File: src/csac_pkg.sv
// Shared types and constants for the store, atomic and trap-return capability checker
package csac_pkg;

   // ----------------------------------------------------------------
   // Widths and geometry
   // ----------------------------------------------------------------
   localparam int XLEN      = 64;
   localparam int CAP_WIDTH = 128;
   localparam int CAP_BYTES = CAP_WIDTH / 8;
   localparam int BLK_LSB   = $clog2(CAP_BYTES);
   localparam int OFF_W     = 12;
   localparam int LEN_W     = 5;
   localparam int BE_W      = 8;
   localparam int BE_LSB    = $clog2(BE_W);

   localparam logic [XLEN-1:0] ADDR32_MASK = 64'h0000_0000_ffff_ffff;
   localparam logic [XLEN-1:0] ADDR64_MASK = 64'hffff_ffff_ffff_ffff;

   // ----------------------------------------------------------------
   // Trap codes and fault type/cause fields
   // ----------------------------------------------------------------
   localparam logic [4:0] EXC_ILLEGAL     = 5'h02;
   localparam logic [4:0] EXC_LD_MISALIGN = 5'h04;
   localparam logic [4:0] EXC_LD_ACCESS   = 5'h05;
   localparam logic [4:0] EXC_ST_MISALIGN = 5'h06;
   localparam logic [4:0] EXC_ST_ACCESS   = 5'h07;
   localparam logic [4:0] EXC_CAP_FAULT   = 5'h1c;

   localparam logic [3:0] TYPE_NONE       = 4'h0;
   localparam logic [3:0] TYPE_INSTR      = 4'h1;
   localparam logic [3:0] TYPE_DATA       = 4'h2;

   localparam logic [4:0] CAUSE_NONE      = 5'h00;
   localparam logic [4:0] CAUSE_TAG       = 5'h01;
   localparam logic [4:0] CAUSE_SEAL      = 5'h02;
   localparam logic [4:0] CAUSE_PERM      = 5'h03;
   localparam logic [4:0] CAUSE_LEN       = 5'h04;

   // ----------------------------------------------------------------
   // Types
   // ----------------------------------------------------------------
   typedef enum logic [2:0] {OP_NONE, OP_STORE, OP_AMO, OP_AMOSWAP_C, OP_LR, OP_MRET, OP_SRET,
                             OP_DRET} csac_op_e;
   typedef enum logic [1:0] {SZ_B, SZ_H, SZ_W, SZ_D} csac_size_e;

   typedef struct packed {
      logic rd;
      logic wr;
      logic cap;
      logic sysreg_access_perm;
      logic ex;
   } csac_perm_s;

   typedef struct packed {
      logic              tag;
      logic              sealed;
      csac_perm_s        perm;
      logic [XLEN-1:0]   base;
      logic [XLEN:0]     top;
      logic [XLEN-1:0]   addr;
   } csac_cap_s;

   typedef struct packed {
      logic              valid;
      csac_op_e          op;
      csac_size_e        size;
      logic              cap_mode;
      logic [XLEN-1:0]   int_base;
      csac_cap_s         cap_base_reg;
      logic [OFF_W-1:0]  offset;
      logic [XLEN-1:0]   wdata;
      logic              src_tag;
   } csac_req_s;

   typedef struct packed {
      logic rv64;
      logic purecap;
      logic legacy;
      logic ext_a;
      logic zam;
      logic zabhlrsc;
      logic sdext;
   } csac_cfg_s;

   typedef struct packed {
      logic              done;
      logic              trap;
      logic [4:0]        exc_code;
      logic [3:0]        tval_type;
      logic [4:0]        tval_cause;
   } csac_resp_s;

   typedef struct packed {
      logic              valid;
      logic              write;
      logic              read;
      logic [XLEN-1:0]   addr;
      logic [XLEN-1:0]   wdata;
      logic [BE_W-1:0]   be;
      logic              tag_clr;
      logic [XLEN-1:0]   tag_clr_addr;
      logic              tag_clr_two;
      logic              tag_wr;
      logic              tag_wr_val;
   } csac_mem_s;

endpackage : csac_pkg

File: src/csac_bounds.sv
// Bounds check of an access range against a capability
`timescale 1ns/1ps
module csac_bounds
(
   input  wire csac_pkg::csac_cap_s              cap_i,
   input  wire logic [csac_pkg::XLEN-1:0]        addr_i,
   input  wire logic [csac_pkg::LEN_W-1:0]       len_i,
   output logic                                  in_bounds_o
);

   logic [csac_pkg::XLEN:0] end_addr;

   // Extra top bit keeps an access ending at the address ceiling from wrapping
   always_comb
   begin
      end_addr    = {1'b0, addr_i} + {{(csac_pkg::XLEN+1-csac_pkg::LEN_W){1'b0}}, len_i};
      in_bounds_o = (addr_i >= cap_i.base) && (end_addr <= cap_i.top);
   end

endmodule : csac_bounds

File: src/csac_tag_clr.sv
// Capability-sized blocks touched by an integer store
`timescale 1ns/1ps
module csac_tag_clr
(
   input  wire logic [csac_pkg::XLEN-1:0]        addr_i,
   input  wire logic [csac_pkg::LEN_W-1:0]       len_i,
   output logic      [csac_pkg::XLEN-1:0]        blk_addr_o,
   output logic                                  two_blk_o
);

   logic [csac_pkg::XLEN-1:0] last_byte;

   // A misaligned store may straddle two blocks; both lose their tags
   always_comb
   begin
      last_byte  = addr_i + {{(csac_pkg::XLEN-csac_pkg::LEN_W){1'b0}}, len_i}
                   - {{(csac_pkg::XLEN-1){1'b0}}, 1'b1};
      blk_addr_o = {addr_i[csac_pkg::XLEN-1:csac_pkg::BLK_LSB], {csac_pkg::BLK_LSB{1'b0}}};
      two_blk_o  = last_byte[csac_pkg::XLEN-1:csac_pkg::BLK_LSB]
                   != addr_i[csac_pkg::XLEN-1:csac_pkg::BLK_LSB];
   end

endmodule : csac_tag_clr

File: src/csac_core.sv
// Capability checks for stores, atomics, load-reserved and trap/debug return
//
// What this block does
// Capability mode: base cap address plus offset
// Legacy mode: integer base plus offset, default cap
// Store writes data, clears touched block tags
// Store checks tag, seal, write, bounds
// Check failure reports data fault type, cause
// Doubleword store only on 64-bit; extension per mode
// Trap return unseals saved cap into pcc
// Trap return needs sysreg permission on pcc
// Debug return unseals debug cap into pcc
// Debug return never raises capability fault
// Atomics need read and write permission
// Atomics fault unless fully within bounds
// Misaligned atomic: misaligned if Zam, else access
// Capability swap needs tagged unsealed authority
// No cap-store permission: swap clears both tags
// Load-reserved checks tag, seal, read, bounds
// Misaligned load-reserved: misaligned if Zam, else access
// Load-reserved sizes need their extensions
// One cause: tag, seal, permission, length order
`timescale 1ns/1ps
module csac_core
(
   input  wire logic                             clk_sys_i,
   input  wire logic                             arst_n_i,
   input  wire logic                             ce_i,
   input  wire csac_pkg::csac_cfg_s              cfg_i,
   input  wire csac_pkg::csac_req_s              req_i,
   input  wire csac_pkg::csac_cap_s              ddc_i,
   input  wire csac_pkg::csac_cap_s              pcc_i,
   input  wire csac_pkg::csac_cap_s              mepcc_i,
   input  wire csac_pkg::csac_cap_s              sepcc_i,
   input  wire csac_pkg::csac_cap_s              dpcc_i,
   input  wire logic                             swap_ld_valid_i,
   input  wire logic                             swap_ld_tag_i,
   output logic                                  req_ready_o,
   output csac_pkg::csac_resp_s                  resp_o,
   output csac_pkg::csac_mem_s                   mem_o,
   output logic                                  pcc_wr_o,
   output csac_pkg::csac_cap_s                   pcc_o,
   output logic                                  cap_dest_valid_o,
   output logic                                  cap_dest_tag_o
);

   // ----------------------------------------------------------------
   // State
   // ----------------------------------------------------------------
   typedef enum logic [0:0] {ST_IDLE, ST_SWAP_WAIT} csac_fsm_e;

   typedef struct packed {
      csac_fsm_e            fsm;
      logic                 ready;
      csac_pkg::csac_resp_s resp;
      csac_pkg::csac_mem_s  mem;
      logic                 pcc_wr;
      csac_pkg::csac_cap_s  pcc;
      logic                 swap_cap_perm;
      logic                 dest_valid;
      logic                 dest_tag;
   } csac_state_s;

   csac_state_s st_r;
   csac_state_s st_nxt;

   // ----------------------------------------------------------------
   // Address, authority and access size
   // ----------------------------------------------------------------
   logic [csac_pkg::XLEN-1:0]   off_sext;
   logic [csac_pkg::XLEN-1:0]   eff_raw;
   logic [csac_pkg::XLEN-1:0]   eff_addr;
   csac_pkg::csac_cap_s         auth;
   logic [csac_pkg::LEN_W-1:0]  acc_len;
   logic                        in_bounds;
   logic [csac_pkg::XLEN-1:0]   blk_addr;
   logic                        two_blk;
   logic [csac_pkg::BE_W-1:0]   be_mask;
   logic [csac_pkg::BE_LSB:0]   be_lo;
   logic [csac_pkg::BE_LSB+1:0] be_hi;

   always_comb
   begin
      off_sext = {{(csac_pkg::XLEN-csac_pkg::OFF_W){req_i.offset[csac_pkg::OFF_W-1]}},
                  req_i.offset};
      // capability-mode address
      // legacy-mode address
      eff_raw  = req_i.cap_mode ? (req_i.cap_base_reg.addr + off_sext)
                                : (req_i.int_base + off_sext);
      eff_addr = eff_raw & (cfg_i.rv64 ? csac_pkg::ADDR64_MASK : csac_pkg::ADDR32_MASK);
      // base capability authorises
      // default data capability authorises
      auth     = req_i.cap_mode ? req_i.cap_base_reg : ddc_i;
      if (req_i.op == csac_pkg::OP_AMOSWAP_C)
         acc_len = csac_pkg::LEN_W'(csac_pkg::CAP_BYTES);
      else
         acc_len = csac_pkg::LEN_W'(5'h01 << req_i.size);
      be_lo    = {1'b0, eff_addr[csac_pkg::BE_LSB-1:0]};
      be_hi    = {1'b0, be_lo} + acc_len[csac_pkg::BE_LSB+1:0];
   end

   // Lanes beyond the word are dropped from the mask; mem_o carries no lanes for the next word
   genvar gi;
   generate
      for (gi = 0; gi < csac_pkg::BE_W; gi++)
      begin : g_be
         assign be_mask[gi] = (gi >= be_lo) && (gi < be_hi);
      end
   endgenerate

   csac_bounds u_bounds
   (
      .cap_i       (auth),
      .addr_i      (eff_addr),
      .len_i       (acc_len),
      .in_bounds_o (in_bounds)
   );

   csac_tag_clr u_tag_clr
   (
      .addr_i      (eff_addr),
      .len_i       (acc_len),
      .blk_addr_o  (blk_addr),
      .two_blk_o   (two_blk)
   );

   // ----------------------------------------------------------------
   // Legality, alignment and capability checks
   // ----------------------------------------------------------------
   logic       mode_ok;
   logic       legal;
   logic       misaligned;
   logic       need_rd;
   logic       need_wr;
   logic       is_data;
   logic       is_ldres;
   logic [4:0] cap_cause;

   always_comb
   begin
      mode_ok    = req_i.cap_mode ? cfg_i.purecap : cfg_i.legacy;
      legal      = 1'b0;
      need_rd    = 1'b0;
      need_wr    = 1'b0;
      is_data    = 1'b1;
      is_ldres   = 1'b0;
      case (req_i.op)
         csac_pkg::OP_STORE:
         begin
            // doubleword needs 64-bit
            legal   = mode_ok && ((req_i.size != csac_pkg::SZ_D) || cfg_i.rv64);
            need_wr = 1'b1;
         end
         csac_pkg::OP_AMO:
         begin
            // word or doubleword atomics
            legal   = mode_ok && cfg_i.ext_a &&
                      ((req_i.size == csac_pkg::SZ_W) ||
                       ((req_i.size == csac_pkg::SZ_D) && cfg_i.rv64));
            need_rd = 1'b1;
            need_wr = 1'b1;
         end
         csac_pkg::OP_AMOSWAP_C:
         begin
            legal   = mode_ok && cfg_i.ext_a;
            need_rd = 1'b1;
            need_wr = 1'b1;
         end
         csac_pkg::OP_LR:
         begin
            is_ldres = 1'b1;
            need_rd  = 1'b1;
            // size prerequisites
            case (req_i.size)
               csac_pkg::SZ_B,
               csac_pkg::SZ_H: legal = mode_ok && cfg_i.zabhlrsc;
               csac_pkg::SZ_W: legal = mode_ok && cfg_i.ext_a;
               default:        legal = mode_ok && cfg_i.ext_a && cfg_i.rv64;
            endcase
         end
         csac_pkg::OP_MRET,
         csac_pkg::OP_SRET:
         begin
            legal   = 1'b1;
            is_data = 1'b0;
         end
         csac_pkg::OP_DRET:
         begin
            legal   = cfg_i.sdext;
            is_data = 1'b0;
         end
         default:
         begin
            legal   = 1'b0;
            is_data = 1'b0;
         end
      endcase
      misaligned = |(eff_addr[csac_pkg::LEN_W-1:0] & (acc_len - csac_pkg::LEN_W'(1)));
      // store authority checks
      // swap needs tag and no seal
      // load-reserved authority checks
      // single cause by priority
      if (!auth.tag)
         cap_cause = csac_pkg::CAUSE_TAG;
      else if (auth.sealed)
         cap_cause = csac_pkg::CAUSE_SEAL;
      // read and write permission
      else if ((need_rd && !auth.perm.rd) || (need_wr && !auth.perm.wr))
         cap_cause = csac_pkg::CAUSE_PERM;
      // whole access within bounds
      else if (!in_bounds)
         cap_cause = csac_pkg::CAUSE_LEN;
      else
         cap_cause = csac_pkg::CAUSE_NONE;
   end

   // ----------------------------------------------------------------
   // Next state
   // ----------------------------------------------------------------
   always_comb
   begin
      st_nxt            = st_r;
      st_nxt.resp       = '0;
      st_nxt.mem.valid  = 1'b0;
      st_nxt.mem.write  = 1'b0;
      st_nxt.mem.read   = 1'b0;
      st_nxt.mem.tag_clr = 1'b0;
      st_nxt.mem.tag_wr = 1'b0;
      st_nxt.pcc_wr     = 1'b0;
      st_nxt.dest_valid = 1'b0;
      case (st_r.fsm)
         ST_IDLE:
         begin
            st_nxt.ready = 1'b1;
            if (req_i.valid && st_r.ready)
            begin
               st_nxt.resp.done = 1'b1;
               if (!legal)
               begin
                  st_nxt.resp.trap     = 1'b1;
                  st_nxt.resp.exc_code = csac_pkg::EXC_ILLEGAL;
               end
               else if (!is_data)
               begin
                  if ((req_i.op == csac_pkg::OP_DRET) || pcc_i.perm.sysreg_access_perm)
                  begin
                     // unseal saved cap into pcc
                     // unseal debug cap into pcc
                     // no permission check on debug return
                     st_nxt.pcc_wr     = 1'b1;
                     st_nxt.pcc        = (req_i.op == csac_pkg::OP_MRET) ? mepcc_i :
                                         (req_i.op == csac_pkg::OP_SRET) ? sepcc_i : dpcc_i;
                     st_nxt.pcc.sealed = 1'b0;
                  end
                  else
                  begin
                     // instruction access permission fault
                     st_nxt.resp.trap       = 1'b1;
                     st_nxt.resp.exc_code   = csac_pkg::EXC_CAP_FAULT;
                     st_nxt.resp.tval_type  = csac_pkg::TYPE_INSTR;
                     st_nxt.resp.tval_cause = csac_pkg::CAUSE_PERM;
                  end
               end
               else if (misaligned && (req_i.op != csac_pkg::OP_STORE))
               begin
                  // atomic misalignment
                  // load-reserved misalignment
                  st_nxt.resp.trap = 1'b1;
                  if (is_ldres)
                     st_nxt.resp.exc_code = cfg_i.zam ? csac_pkg::EXC_LD_MISALIGN
                                                      : csac_pkg::EXC_LD_ACCESS;
                  else
                     st_nxt.resp.exc_code = cfg_i.zam ? csac_pkg::EXC_ST_MISALIGN
                                                      : csac_pkg::EXC_ST_ACCESS;
               end
               else if (cap_cause != csac_pkg::CAUSE_NONE)
               begin
                  // data fault type and cause
                  st_nxt.resp.trap       = 1'b1;
                  st_nxt.resp.exc_code   = csac_pkg::EXC_CAP_FAULT;
                  st_nxt.resp.tval_type  = csac_pkg::TYPE_DATA;
                  st_nxt.resp.tval_cause = cap_cause;
               end
               else
               begin
                  st_nxt.mem.valid = 1'b1;
                  st_nxt.mem.addr  = eff_addr;
                  st_nxt.mem.wdata = req_i.wdata;
                  st_nxt.mem.read  = need_rd;
                  st_nxt.mem.write = need_wr;
                  st_nxt.mem.be    = (req_i.op == csac_pkg::OP_AMOSWAP_C) ? '1 : be_mask;
                  if (req_i.op == csac_pkg::OP_STORE)
                  begin
                     // clear tags of touched blocks
                     st_nxt.mem.tag_clr      = 1'b1;
                     st_nxt.mem.tag_clr_addr = blk_addr;
                     st_nxt.mem.tag_clr_two  = two_blk;
                  end
                  if (req_i.op == csac_pkg::OP_AMOSWAP_C)
                  begin
                     // stored tag gated by cap-store permission
                     st_nxt.mem.tag_wr     = 1'b1;
                     st_nxt.mem.tag_wr_val = req_i.src_tag && auth.perm.cap;
                     st_nxt.swap_cap_perm  = auth.perm.cap;
                     st_nxt.ready          = 1'b0;
                     st_nxt.fsm            = ST_SWAP_WAIT;
                  end
               end
            end
         end
         ST_SWAP_WAIT:
         begin
            // Holding off new requests keeps the saved permission tied to its swap
            if (swap_ld_valid_i)
            begin
               // loaded tag cleared without permission
               st_nxt.dest_valid = 1'b1;
               st_nxt.dest_tag   = swap_ld_tag_i && st_r.swap_cap_perm;
               st_nxt.ready      = 1'b1;
               st_nxt.fsm        = ST_IDLE;
            end
         end
         default:
         begin
            st_nxt.fsm   = ST_IDLE;
            st_nxt.ready = 1'b0;
         end
      endcase
   end

   // ----------------------------------------------------------------
   // Registers
   // ----------------------------------------------------------------
   always_ff @(posedge clk_sys_i or negedge arst_n_i)
   begin
      if (!arst_n_i)
         st_r <= '0;
      else if (ce_i)
         st_r <= st_nxt;
   end

   assign req_ready_o      = st_r.ready;
   assign resp_o           = st_r.resp;
   assign mem_o            = st_r.mem;
   assign pcc_wr_o         = st_r.pcc_wr;
   assign pcc_o            = st_r.pcc;
   assign cap_dest_valid_o = st_r.dest_valid;
   assign cap_dest_tag_o   = st_r.dest_tag;

endmodule : csac_core

File: config.mk
export PLATFORM = sky130hd
export DESIGN_NAME = csac_core
export DESIGN_NICKNAME = d
export VERILOG_FILES = /design/src/csac_pkg.sv /design/src/csac_bounds.sv /design/src/csac_tag_clr.sv /design/src/csac_core.sv
export SDC_FILE = /design/constraint.sdc
export NUM_CORES = 2
export LEC_CHECK = 0
export BUFFER_PORTS_ARGS = -buffer_cell sky130_fd_sc_hd__buf_2
export CAP_MARGIN = 20
export CORE_AREA = 2 2 699 701
export CTS_CLUSTER_SIZE = 40
export DETAILED_ROUTE_END_ITERATION = 7
export DIE_AREA = 0 0 701 703
export PLACE_DENSITY = 0.3
export SLEW_MARGIN = 10
export SYNTH_ARGS = -nofsm -noshare
export SYNTH_HDL_FRONTEND = slang
export SYNTH_SLANG_ARGS = --single-unit
File: constraint.sdc
create_clock -name clk_sys_i -period 3.3 [get_ports clk_sys_i]
set_clock_uncertainty 0.05 [all_clocks]
set_input_delay 0.165 -clock clk_sys_i [delete_from_list [all_inputs] [get_ports clk_sys_i]]
set_output_delay 0.165 -clock clk_sys_i [all_outputs]
set_load 0.005 [all_outputs]
==> results.toml <==
[routing]
drt-total-wl_um = 348000
wl_met3_um = 25500
route.detailed.wl_per_inst_um = 25.2
detailedRoute.firstPassIterationCount = 5
drc = 0
met1_length_um = 141000
route.detailed.vias_per_inst = 3.22
top_signal_layer_used = "met5"
wl_met2_um = 167000
drt_iter0_drc = 2313
via_count = 44446
antenna_violating_nets_post_route = 0

[power]
vdd_drop_max_uv = 364
power_leakage_nw = 34.1
power_density_nw_per_um2 = 455

[floorplan]
initial_util = 0.0789
die_area_um2 = 493000
core_area_um2 = 485000
dieWidth_um = 701
die_h_um = 703
row_cnt = 256
boundaryPins = 1787

[clock_network]
clock_tree.root_cell = "sky130_fd_sc_hd__clkbuf_16"
tritoncts = "yes"
clkTransAtPathRegs_ns = 0.06
tritoncts_num_sinks = 419
clock_insertion_delay_worst_skew_ns = 0.76
tritoncts.num_buffers = 71
postCtsHoldBufs = 472
cts_buffer_depth = 4
htree_num_levels = 3

[sta]
holdWs_ns = 0.0122
final_max_slew_viol_count = 0
setup-violations-final = 211
period_needed_ns = 7.37
report.final.hold_viol_count = 0
slew_headroom = 0.336
max_freq_ghz = 0.136
grt_setup_unrepaired = "true"
worst_pin_slew_ns = 0.992
period_share = 2.23
finalWorstSetupSlack_ns = -4.07
setup_total_negative_slack_ns = -798.50

[placement]
place.port_buffers = 1507
gp_congestion = 0.890
hpwlAfterDp_um = 295000

[logic_synthesis]
synth-seq-area-share = 0.274
netlist-cell-type-count = 85
syn-cell-area_um2 = 38300
yosys_warning_total = 0
synth_async_reset_ratio = 1.00
syn_area_per_cell_um2 = 8.34
synth_enable_flop_cells = 0
synthesis.instances = 4589
ys_ff_latch = 419
synthFlopType = "sky130_fd_sc_hd__dfrtp_1"

[outcome]
status = "finished, violations left"
failed_checks = "negative setup slack"

[worst_setup_path]
worst-endpoint-required_ns = 3.93
slowest_cell_delay_on_critical_path_ns = 0.57
worst_setup_sp_type = "input pin"
setup.worst_path.end_class = "flip-flop"
cp_data_arrival_time_ns = 8.00
crit_path_top_delay_cell = "sky130_fd_sc_hd__or4_4"
setup.worst_path.class = "in -> reg"
critPathMaxFanout = 8

[global_routing]
grt_pass1_vias = 45019
track_usage = 0.134
grt_max_degree = 81
overflow = 0
antenna_found_initial = 258
grt_pass1_wl_um = 441000

[final_layout]
design.final.nets = 8902
regArea_um2 = 10500
multi_input_comb_area_um2 = 25100
fillerInstances = 55945
final_core_util = 0.144
area_growth_syn_to_layout_pct = 82.5
drive_above_1_share = 0.457

[hold_path]
worst_min_delay_path_class = "in -> reg"

[run]
max_cap_violations = 0
[power by group]
| part | internal [mW] | total, mW | switching, mW |
|---|---|---|---|
| Combinational | 8.21 | 17.7 | 9.52 |
| Clock | 4.36 | 7.79 | 3.43 |
| Sequential | 5.88 | 6.27 | 0.389 |
| Total | 18.4 | 31.8 | 13.3 |
[synthesized netlist by cell type, types with 140 or more instances]
master / instances / area share
sky130_fd_sc_hd__nand2_1: 498 / 0.049
sky130_fd_sc_hd__o21ai_0: 425 / 0.056
sky130_fd_sc_hd__buf_4: 424 / 0.083
sky130_fd_sc_hd__dfrtp_1: 419 / 0.27
sky130_fd_sc_hd__a21oi_1: 371 / 0.048
sky130_fd_sc_hd__nor2_1: 341 / 0.033
sky130_fd_sc_hd__mux2i_1: 334 / 0.087
sky130_fd_sc_hd__ha_1: 321 / 0.10
sky130_fd_sc_hd__clkbuf_1: 189 / 0.019
sky130_fd_sc_hd__inv_1: 166 / 0.016
sky130_fd_sc_hd__xnor2_1: 148 / 0.034
sky130_fd_sc_hd__mux2_2: 140 / 0.041
[cells by family (layout without fill, tap and decap cells)]
logic type / count (synthesis) / in the layout / share of synthesized area
multiplexers: 474 / 474 / 0.129
other: 1 / 94 / 0.0000980
flip-flops: 419 / 419 / 0.274
XOR/XNOR: 198 / 198 / 0.0507
buffers and inverters: 815 / 3483 / 0.122
adder cells (fa/ha/maj): 324 / 324 / 0.106
AND/OR/NAND/NOR: 1219 / 1221 / 0.144
AO/OA/AOI/OAI: 1139 / 1139 / 0.175
[timing repair]
item / in CTS / in global routing
hold endpoints to repair: 537 / 2
setup buffers: 51 / 32
resized for setup: 338 / 263
gates cloned: 32 / 16
endpoints found under the setup margin: 211 / 212
pin swaps: 83 / 72
[per-layer routing]
| layer | vias to the layer above | global-route usage |
|---|---|---|
| li1 | 21165 | - |
| met1 | 21103 | 0.157 |
| met2 | 1436 | 0.231 |
| met3 | 598 | 0.0424 |
| met4 | 144 | 0.0446 |
| met5 | - | 0 |
[registers in the layout, indices dropped and copies added (netlist names)]
| register | count |
|---|---|
| pcc_o | 199 |
| resp_o | 11 |
| mem_o | 203 |
| cap_dest_tag_o | 1 |
| req_ready_o | 1 |
| pcc_wr_o | 1 |
| cap_dest_valid_o | 1 |
| st_r | 2 |
[worst max-delay path, delay by kind of cell]
kind | cells | cell delay (ns)
multiplexers | 1 | 0.32
adder cells (fa/ha/maj) | 3 | 0.72
buffers and inverters | 6 | 0.81
AND/OR/NAND/NOR | 21 | 5.01
XOR/XNOR | 1 | 0.07
AO/OA/AOI/OAI | 5 | 0.87
[worst paths after layout]
| path | startpoint | endpoint | slack, ns | cells past startpoint |
|---|---|---|---|---|
| min in group asynchronous | arst_n_i | mem_o[141] | 0.55 | 3 |
| max in group asynchronous | arst_n_i | mem_o[154] | 1.79 | 4 |
| setup / recovery | req_i[341] | mem_o[2] | -4.07 | 37 |
| setup reg to reg | st_r[428] | mem_o[2] | -0.46 | 13 |
| hold / removal | cfg_i[6] | mem_o[41] | 0.01 | 5 |
| hold reg to reg | mem_o[1] | mem_o[1] | 0.42 | 1 |
[placed cells by master (no fill, tap or decap), drive strengths merged, types with 60 or more instances in the layout]
cell type    count
a21o            70
nand2          500
clkbuf         107
mux2i          334
nand4           61
nand3           60
diode           85
dfrtp          419
a21oi          371
nor2           341
dlygate4sd3    471
xnor2          148
buf           2710
ha             321
inv            175
mux2           140
o21ai          431
[cell type report]
cell class	instances	share of cell area
clock buffer	95	0.0288
inverter	169	0.00915
tap	6450	0.115
sequential	419	0.150
antenna	85	0.00304
multi-input combinational	3365	0.359
timing repair buffer	3193	0.331
clock inverter	26	0.00295
[per-stage QoR]
| stage | instances | instance area, µm² | total power [mW] | setup slack, ns |
|---|---|---|---|---|
| after global placement | 13010 | 59000 | 23.5 | -5.88 |
| after CTS | 13685 | 68300 | 32.5 | -4.06 |
| after detailed placement | 13010 | 59000 | 23.3 | -5.91 |
| after floorplan | 4597 | 38900 | 14.4 | -4.46 |
| final | 13802 | 69900 | 31.8 | -4.07 |
| after global routing | 13769 | 69800 | 34.1 | -4.35 |
(Power assumes the default switching activity.)
